<file path="src/hw/asc_regs.vh">
// register offsets, field positions and reset values for the step configuration bank
`ifndef ASC_REGS_VH
`define ASC_REGS_VH

// ----------------------------------------------------------------------------
// register offsets (word index; byte address is four times the index)
// ----------------------------------------------------------------------------
`define ASC_STEP7_IDX        8'h97
`define ASC_STEP8_IDX        8'h98
`define ASC_ADDR_W           10

// ----------------------------------------------------------------------------
// reset values
// ----------------------------------------------------------------------------
`define ASC_STEP7_RST        16'h0007
`define ASC_STEP8_RST        16'h0008

// ----------------------------------------------------------------------------
// field positions
// ----------------------------------------------------------------------------
`define ASC_EN_BIT           15
`define ASC_GAIN_HI          14
`define ASC_GAIN_LO          13
`define ASC_NEG_BIT          4
`define ASC_POS_HI           3
`define ASC_POS_LO           0
`define ASC_WR_MASK          16'hE01F

// ----------------------------------------------------------------------------
// positive input codes and gain decode
// ----------------------------------------------------------------------------
`define ASC_POS_LAST_EXT     4'h7
`define ASC_POS_TEMP         4'h8
`define ASC_POS_SHORT        4'h9
`define ASC_POS_TDAC         4'hA
`define ASC_GAIN_X1          3'h1
`define ASC_GAIN_X2          3'h2
`define ASC_GAIN_X4          3'h4

`endif

</file>
<file path="src/hw/asc_avmm_slave.v">
// avalon-mm slave front end: one-wait-state handshake and read data register
`timescale 1ns/10ps
module asc_avmm_slave #(
    parameter AW = 10
) (
    input  wire          mclk_i,
    input  wire          sys_rst_i,
    input  wire [AW-1:0] avs_address_i,
    input  wire          avs_read_i,
    input  wire          avs_write_i,
    input  wire [31:0]   avs_writedata_i,
    input  wire [3:0]    avs_byteenable_i,
    output wire          avs_waitrequest_o,
    output wire [31:0]   avs_readdata_o,
    output wire [1:0]    avs_response_o,
    output wire [7:0]    idx_o,
    output wire          wr_stb_o,
    output wire [1:0]    wr_byteen_o,
    input  wire [15:0]   rd_value_i,
    input  wire          rd_hit_i
);

    reg        ack_ff;
    reg [31:0] rdata_ff;
    reg [1:0]  resp_ff;
    wire       req;
    wire       aligned;

    // ------------------------------------------------------------------------
    // handshake
    // ------------------------------------------------------------------------
    // wait one cycle so read data can be registered; ack drops right after
    // a write lands only at the accepting edge, never while waitrequest is high
    assign req     = avs_read_i | avs_write_i;
    assign aligned = (avs_address_i[1:0] == 2'b00);
    assign idx_o   = avs_address_i[9:2];
    assign avs_waitrequest_o = req & ~ack_ff;
    assign wr_stb_o    = avs_write_i & ack_ff & aligned & rd_hit_i;
    assign wr_byteen_o = avs_byteenable_i[1:0];
    assign avs_readdata_o = rdata_ff;
    assign avs_response_o = resp_ff;

    // ack and registered answer; unmapped addresses read zero with slave error
    always @(posedge mclk_i)
    begin
        if (sys_rst_i)
        begin
            ack_ff   <= 1'b0;
            rdata_ff <= 32'h0000_0000;
            resp_ff  <= 2'b00;
        end
        else
        begin
            ack_ff <= req & ~ack_ff;
            if (req & ~ack_ff)
            begin
                rdata_ff <= (avs_read_i & aligned & rd_hit_i) ?
                            {16'h0000, rd_value_i} : 32'h0000_0000;
                resp_ff  <= (aligned & rd_hit_i) ? 2'b00 : 2'b10;
            end
        end
    end

endmodule // asc_avmm_slave

</file>
<file path="src/hw/asc_step_cfg.v">
// top of the sequencer step 7 / step 8 configuration bank
`timescale 1ns/10ps
module asc_step_cfg (
    input  wire        mclk_i,
    input  wire        sys_rst_i,
    input  wire [9:0]  avs_address_i,
    input  wire        avs_read_i,
    input  wire        avs_write_i,
    input  wire [31:0] avs_writedata_i,
    input  wire [3:0]  avs_byteenable_i,
    output wire        avs_waitrequest_o,
    output wire [31:0] avs_readdata_o,
    output wire [1:0]  avs_response_o,
    output wire        step7_enable_o,
    output wire [2:0]  step7_gain_o,
    output wire [7:0]  step7_pos_ext_o,
    output wire        step7_pos_temp_o,
    output wire        step7_pos_short_o,
    output wire        step7_pos_tdac_o,
    output wire        step7_pos_rail_o,
    output wire [3:0]  step7_rail_index_o,
    output wire        step7_neg_input_seven_o,
    output wire        step7_neg_auto_o,
    output wire        step8_enable_o,
    output wire [2:0]  step8_gain_o,
    output wire [7:0]  step8_pos_ext_o,
    output wire        step8_pos_temp_o,
    output wire        step8_pos_short_o,
    output wire        step8_pos_tdac_o,
    output wire        step8_pos_rail_o,
    output wire [3:0]  step8_rail_index_o,
    output wire        step8_neg_input_seven_o,
    output wire        step8_neg_auto_o
);
`include "asc_regs.vh"

    wire [7:0]  idx;
    wire        wr_stb;
    wire [1:0]  wr_byteen;
    wire [15:0] step7_value;
    wire [15:0] step8_value;
    wire        hit7;
    wire        hit8;
    reg  [15:0] rd_value;

    // ------------------------------------------------------------------------
    // decode
    // ------------------------------------------------------------------------
    assign hit7 = (idx == `ASC_STEP7_IDX);
    assign hit8 = (idx == `ASC_STEP8_IDX);

    // read mux; no other word is mapped
    always @*
    begin
        rd_value = 16'h0000;
        if (hit7)
            rd_value = step7_value;
        else if (hit8)
            rd_value = step8_value;
    end

    // ------------------------------------------------------------------------
    // bus slave
    // ------------------------------------------------------------------------
    asc_avmm_slave #(
        .AW (`ASC_ADDR_W)
    ) u_bus (
        .mclk_i            (mclk_i),
        .sys_rst_i         (sys_rst_i),
        .avs_address_i     (avs_address_i),
        .avs_read_i        (avs_read_i),
        .avs_write_i       (avs_write_i),
        .avs_writedata_i   (avs_writedata_i),
        .avs_byteenable_i  (avs_byteenable_i),
        .avs_waitrequest_o (avs_waitrequest_o),
        .avs_readdata_o    (avs_readdata_o),
        .avs_response_o    (avs_response_o),
        .idx_o             (idx),
        .wr_stb_o          (wr_stb),
        .wr_byteen_o       (wr_byteen),
        .rd_value_i        (rd_value),
        .rd_hit_i          (hit7 | hit8)
    );

    // ------------------------------------------------------------------------
    // step registers
    // ------------------------------------------------------------------------
    // step seven: disabled, gain one, positive input seven after reset
    asc_step_reg #(
        .RST_VAL (`ASC_STEP7_RST)
    ) u_step7 (
        .mclk_i            (mclk_i),
        .sys_rst_i         (sys_rst_i),
        .wr_en_i           (wr_stb & hit7),
        .wr_data_i         (avs_writedata_i[15:0]),
        .wr_byteen_i       (wr_byteen),
        .value_o           (step7_value),
        .enable_o          (step7_enable_o),
        .gain_o            (step7_gain_o),
        .pos_ext_onehot_o  (step7_pos_ext_o),
        .pos_temp_o        (step7_pos_temp_o),
        .pos_short_o       (step7_pos_short_o),
        .pos_tdac_o        (step7_pos_tdac_o),
        .pos_rail_o        (step7_pos_rail_o),
        .rail_index_o      (step7_rail_index_o),
        .neg_input_seven_o (step7_neg_input_seven_o),
        .neg_auto_o        (step7_neg_auto_o)
    );

    // step eight shares the layout; resets to the temperature sensor
    asc_step_reg #(
        .RST_VAL (`ASC_STEP8_RST)
    ) u_step8 (
        .mclk_i            (mclk_i),
        .sys_rst_i         (sys_rst_i),
        .wr_en_i           (wr_stb & hit8),
        .wr_data_i         (avs_writedata_i[15:0]),
        .wr_byteen_i       (wr_byteen),
        .value_o           (step8_value),
        .enable_o          (step8_enable_o),
        .gain_o            (step8_gain_o),
        .pos_ext_onehot_o  (step8_pos_ext_o),
        .pos_temp_o        (step8_pos_temp_o),
        .pos_short_o       (step8_pos_short_o),
        .pos_tdac_o        (step8_pos_tdac_o),
        .pos_rail_o        (step8_pos_rail_o),
        .rail_index_o      (step8_rail_index_o),
        .neg_input_seven_o (step8_neg_input_seven_o),
        .neg_auto_o        (step8_neg_auto_o)
    );

endmodule // asc_step_cfg

</file>
<file path="src/hw/asc_step_reg.v">
// one step configuration register with its field decode
`timescale 1ns/10ps
module asc_step_reg #(
    parameter [15:0] RST_VAL = 16'h0000
) (
    input  wire        mclk_i,
    input  wire        sys_rst_i,
    input  wire        wr_en_i,
    input  wire [15:0] wr_data_i,
    input  wire [1:0]  wr_byteen_i,
    output wire [15:0] value_o,
    output wire        enable_o,
    output wire [2:0]  gain_o,
    output wire [7:0]  pos_ext_onehot_o,
    output wire        pos_temp_o,
    output wire        pos_short_o,
    output wire        pos_tdac_o,
    output wire        pos_rail_o,
    output wire [3:0]  rail_index_o,
    output wire        neg_input_seven_o,
    output wire        neg_auto_o
);
`include "asc_regs.vh"

    reg  [15:0] cfg_ff;
    wire [15:0] nxt_cfg;
    wire [15:0] lane_mask;
    wire [3:0]  pos_code;
    wire [1:0]  gain_code;

    // ------------------------------------------------------------------------
    // storage
    // ------------------------------------------------------------------------
    // byte lanes gate the write; reserved bits stay zero so they read as zero
    assign lane_mask = {{8{wr_byteen_i[1]}}, {8{wr_byteen_i[0]}}} & `ASC_WR_MASK;
    assign nxt_cfg   = (cfg_ff & ~lane_mask) | (wr_data_i & lane_mask);

    // reset value per instance
    always @(posedge mclk_i)
    begin
        if (sys_rst_i)
            cfg_ff <= RST_VAL & `ASC_WR_MASK;
        else if (wr_en_i)
            cfg_ff <= nxt_cfg;
    end

    // ------------------------------------------------------------------------
    // field decode
    // ------------------------------------------------------------------------
    assign value_o   = cfg_ff;
    assign pos_code  = cfg_ff[`ASC_POS_HI:`ASC_POS_LO];
    assign gain_code = cfg_ff[`ASC_GAIN_HI:`ASC_GAIN_LO];
    assign enable_o  = cfg_ff[`ASC_EN_BIT];
    // codes 10b and 11b both give x4
    assign gain_o    = (gain_code == 2'b00) ? `ASC_GAIN_X1 :
                       (gain_code == 2'b01) ? `ASC_GAIN_X2 : `ASC_GAIN_X4;
    // external channels 0..7 only while the code's top bit is clear
    assign pos_ext_onehot_o = pos_code[3] ? 8'h00 : (8'h01 << pos_code[2:0]);
    assign pos_temp_o  = (pos_code == `ASC_POS_TEMP);
    assign pos_short_o = (pos_code == `ASC_POS_SHORT);
    assign pos_tdac_o  = (pos_code == `ASC_POS_TDAC);
    assign pos_rail_o  = (pos_code > `ASC_POS_TDAC);
    assign rail_index_o = pos_rail_o ? (pos_code - 4'hB) : 4'h0;
    // every internal source picks its own negative input
    assign neg_auto_o  = (pos_code > `ASC_POS_LAST_EXT);
    // negative select bit is ignored while the choice is automatic
    assign neg_input_seven_o = ~neg_auto_o & cfg_ff[`ASC_NEG_BIT];

endmodule // asc_step_reg

</file>
<file path="config.mk">
export PLATFORM = sky130hd
export DESIGN_NAME = asc_step_cfg
export DESIGN_NICKNAME = d
export VERILOG_FILES = /design/src/hw/asc_avmm_slave.v /design/src/hw/asc_step_cfg.v /design/src/hw/asc_step_reg.v
export VERILOG_INCLUDE_DIRS = /design/src /design/src/hw
export SDC_FILE = /design/constraint.sdc
export NUM_CORES = 1
export LEC_CHECK = 0
export BUFFER_PORTS_ARGS = -buffer_cell sky130_fd_sc_hd__buf_2
export CAP_MARGIN = 25
export CORE_AREA = 2 2 68 70
export CTS_CLUSTER_DIAMETER = 120
export DETAILED_ROUTE_END_ITERATION = 6
export DIE_AREA = 0 0 70 72
export GPL_TIMING_DRIVEN = 0
export PLACE_DENSITY = 0.86
export SLEW_MARGIN = 10
export SYNTH_ARGS = -nofsm -noshare
export SYNTH_HDL_FRONTEND = slang
export SYNTH_SLANG_ARGS = --single-unit
</file>
<file path="constraint.sdc">
create_clock -name mclk_i -period 4.4 [get_ports mclk_i]
set_clock_uncertainty 0.15 [all_clocks]
set_input_delay 0.66 -clock mclk_i [delete_from_list [all_inputs] [get_ports mclk_i]]
set_output_delay 0.66 -clock mclk_i [all_outputs]
set_load 0.02 [all_outputs]
</file>
After elaboration in Yosys (flattened, before gate mapping)
Cells that the tools add are included.

cells by class
  shift operators = 2
  order comparisons = 4
  eq/ne operators = 10
  add/subtract/negate cells = 2
  multiplexer cells = 12
  bitwise logic cells = 22
  reductions and logical operators = 3

operators by type and width
  kind                                                                             number
  16-bit bitwise AND                                                               3
  16-bit two-way mux                                                               3
  16-bit OR                                                                        2
  4-bit equality test, second input constant                                       6
  8-bit equality test, second input constant                                       2
  8-bit two-way mux                                                                2
  16-bit NOT                                                                       1
  1-bit by 3-bit left shift with 8-bit output, first input constant                2
  3-bit two-way mux                                                                4
  1-bit bitwise AND                                                                11
  4-bit by 3-bit greater-than comparator with 1-bit output, second input constant  2
  4-bit greater-than comparator, second input constant                             2
  4-bit two-way mux                                                                2
  4-bit subtractor, second input constant                                          2
  2-bit logical NOT                                                                3
  2-bit by 1-bit equality test with 1-bit output, second input constant            2
  1-bit NOT                                                                        3
  2-bit two-way mux                                                                1
  1-bit OR                                                                         2

word-level totals
  input bits = 50
  register bits = 67

Longest topological paths before layout
  depth after elaboration = 4
  depth in mapped cells = 6
  mapped depth without buffers = 6

By module
From an unflattened synthesis, not the netlist that was laid out.

second synthesis, totals
  cell total of the unflattened synthesis = 279
  area total of the unflattened synthesis = 2,441.1 um^2

by module, submodules not included
  module                  sequential area each (um^2)  times used  area an instance (um^2)  cells each
  asc_avmm_slave          360.3                        1           808.3                    74
  asc_step_reg (u_step8)  160.2                        1           681.9                    80
  asc_step_reg (u_step7)  160.2                        1           661.9                    80
  asc_step_cfg            0.0                          1           289.0                    45

Least setup slack after synthesis
No wires, ideal clock.

  path kind = register to output
  start = reg (tool-made name)
  end = out step7_rail_index_o[1]
  data required time = 3,590 ps
  setup slack = 2,243 ps
  arrival = 1,347 ps
  stages on the path, launching flop included = 7
  path through = dfxtp_1 > inv_1 > ha_1 > nor2b_1 > o21ai_0 > inv_1 > and2_1

RTL lines
  element           line               RTL
  end: declaration  asc_step_cfg.v:21  output wire [3:0] step7_rail_index_o,

==> results by group <==
Routing
  – Antenna Violating Nets Remaining: 0
  – DR WL/cell: 11.2 µm
  – Met2 WL: 2.10 mm
  – Top sig layer: met4
  – # DRC: 0
  – Met3 wire len: 287 µm
  – DR pass1 iterations: 4
  – Vias per inst: between 4 and 5
  – Routed WL: 4.11 mm
  – DR iter-0 viols: 35
  – Vias: 1653
  – Metal-1 WL: about 1.7 mm

Clocking
  – CTS max path bufs: 2
  – Worst-Skew Late Latency: 260 ps
  – Clk pin slew, worst setup/hold paths: 90 ps
  – CTS tree: built
  – CTS Sinks: 26
  – Setup repair bufs after CTS: 0
  – Post-cts gate resize count: 0
  – H-tree levels: 1
  – Number of buffers created by CTS: 3
  – Hold_buf cts: 0
  – Root buf cell: clkbuf_8

Placed design
  – Port Buffers: 76
  – Post-placement cell count: between 300 and 400
  – HPWL after DPL: around 3.4 mm
  – Worst slack, placed: 2130 ps
  – GP Congestion: around 0.81

Synth
  – Synthesized flop and latch total: 26
  – Mapped cell area: 1810 µm²
  – Post-Syn Instances: 210
  – Multiplexer area fraction after synthesis: 0.0663
  – Number of synthesized flops with an enable pin: 0
  – Largest family of logic cells by synthesized area: simple AND/OR/NAND/NOR gates
  – Synthesis Warnings: 0
  – Synth unique cells: 28
  – Post-synthesis async set-or-reset flop share: 0
  – XOR/XNOR share of the synthesized area: 0
  – Compound-cell area share of the yosys netlist: 0.112
  – Register area share after synthesis: 0.287
  – Post-Synth Simple-Gate Area: 0.281
  – Post-Synth Adder-Cell Area: 0.0829
  – Main flop type after synthesis: dfxtp_1
  – Avg Cell Area, Syn: between 8 and 9 µm²

STA
  – RSZ-0062 raised after global routing: no
  – Final Cycle Share: 0.578
  – Setup TNS: 0 ps
  – Final Critical Period: 2550 ps
  – Max Freq: between 300 and 400 MHz
  – Final Hold Vio Count: 0
  – Final setup vio count: 0
  – Final worst slack: 1850 ps
  – Slew Limit Fails: 0

Cells and area
  – Share of layout cells above drive strength 1: 0.373
  – Area growth from synthesis to layout: 32.6%
  – Number of diodes: 0
  – Commonest non-fill, non-tap cells in the layout: buf_2 (77), nor2_1 (35), buf_4 (26), dfxtp_1 (26), conb_1 (25)
  – Most common cell after layout, fill and taps aside: buf_2
  – Fin cells: 366
  – Final nets: 377

Global route
  – GRT overflow: 0
  – Number of global-route vias before repair: 1494
  – Gr usage total: 0.161
  – Pin count of the biggest net entering global routing: 15
  – First-pass GRT wire length: 6.78 mm
  – Initial antenna violation count: 0

Die
  – Initial Util: 0.425
  – Die X-Extent: 70 µm
  – # IOs: 129
  – Area of the core: 4260 µm²
  – Floorplan row count: 24
  – Die Y: 72 µm
  – Die ar.: 5040 µm²

Critical path
  – Worst-case reg-to-reg path depth: 3
  – Buf+Inv Stages, Crit Path: 3
  – Most frequent CP cell: inv_1
  – CP Capture Type: output port
  – CP peak stage delay: roughly 460 ps
  – Reg2Reg Setup Slack: 2880 ps
  – Worst r2r src: u_bus.ack_ff
  – CP Max Fanout: 6
  – Startpoint Class: register
  – Family with the most delay on the worst path: flip-flops
  – CP required: 3590 ps
  – CP max stage cell: dfxtp_1
  – WS Path Type: reg -> out
  – CP cell instances: inv_1 > ha_1 > nor2b_1 > o21ai_0 > inv_1 > and2_1 > buf_2
  – CP arrival: 1740 ps

Worst hold path
  – Hold Path Depth: 2
  – Worst Hold Path EP: u_bus.avs_response_o[1]
  – Hold_sp: u_bus.avs_response_o[1]
  – Hold crit path type: reg -> reg

Power
  – Pwr/cell area: 193 nW/µm²
  – Seq pwr share: 0.512
  – Sw Share: 0.252
  – Internal power: 0.000347 W
  – Leakage power: 1.41 nW
  – NetSw: between 0.0001 and 0.00015 W
  – Max VDD drop: about 0.18 mV
  – Clock power frac: 0.328
  – Combinational power share: 0.160

Run
  – Max-cap viol count: 0

Run status
  – Run status: finished clean
[metrics by stage]
stage          hold slack, ps  instance area [µm²]  total power, W   util
5_1_grt                   316                 2400        0.000482  0.563
3_3_place_gp              287                 2350        0.000316  0.550
6_report                  300                 2400        0.000464  0.563
3_5_place_dp              290                 2350        0.000316  0.550
4_1_cts                   302                 2400        0.000464  0.563
2_1_floorplan             329                 1900        0.000298      -
[power groups by stage]
stage / sequential, W / combinational, W / clock, W
6_report: 0.000237 / 0.0000744 / 0.000152
5_1_grt: 0.000238 / 0.0000801 / 0.000164
4_1_cts: 0.000237 / 0.0000736 / 0.000153
3_5_place_dp: 0.000243 / 0.0000735 / 0
3_3_place_gp: 0.000243 / 0.0000729 / 0
2_1_floorplan: 0.000244 / 0.0000539 / 0
[logic make-up (layout without fill, tap and decap cells)]
kind of cell / Yosys count / in the layout
fa+ha+maj: 12 / 12
mux: 12 / 12
simple gates: 83 / 83
flops: 26 / 26
buf+inv: 51 / 131
compound gates: 25 / 25
other cells: 1 / 25
[metal layers]
layer	vias up	GRT usage
li1	847	-
met1	742	0.199
met2	62	0.299
met3	2	0.0250
met4	0	0.0321
met5	-	0
[synthesized netlist by cell type, types with 2 or more instances]
cell type  number  area [µm²]
o21ai_0         2        10.0
nand2_1         2        7.51
a211o_1         4        35.0
a22oi_1         8        60.1
nand4_4         3        63.8
dfxtp_1        26         521
nor2_1         35         131
nor2b_1        13        81.3
and3_1          2        12.5
buf_4          26         195
clkbuf_1        9        33.8
buf_6           2        22.5
a2bb2oi_1       8        70.1
inv_1          13        48.8
ha_1           12         150
mux2i_1        12         120
and2_1         22         138
[area by class of cell]
class,instances,area (µm²)
fillers,403,1860
multi-input cells,157,1080
flip-flops and latches,26,520
repair buffers,76,380
plain buffers,38,256
well taps,52,65.1
clock buffers,4,55.1
inverters,13,48.8
[worst register-to-register path: stages (launching register included)]
cell and delay, ps:
dfxtp_1 350, and4bb_2 370, nand4_4 200, a211o_1 340
[worst max-delay path by stage]
stage / from / end / slack, ps / depth (start not counted)
final: register / step8_rail_index_o[1] / 1850 / 7
after global routing: register / step7_rail_index_o[1] / 1640 / 7
after CTS: register / step8_rail_index_o[2] / 1840 / 7
after detailed placement: register / step8_rail_index_o[2] / 2130 / 7
after global placement: register / step8_rail_index_o[1] / 2210 / 7
after floorplan: register / step7_rail_index_o[1] / 2240 / 6
(Power assumes the default switching activity.)
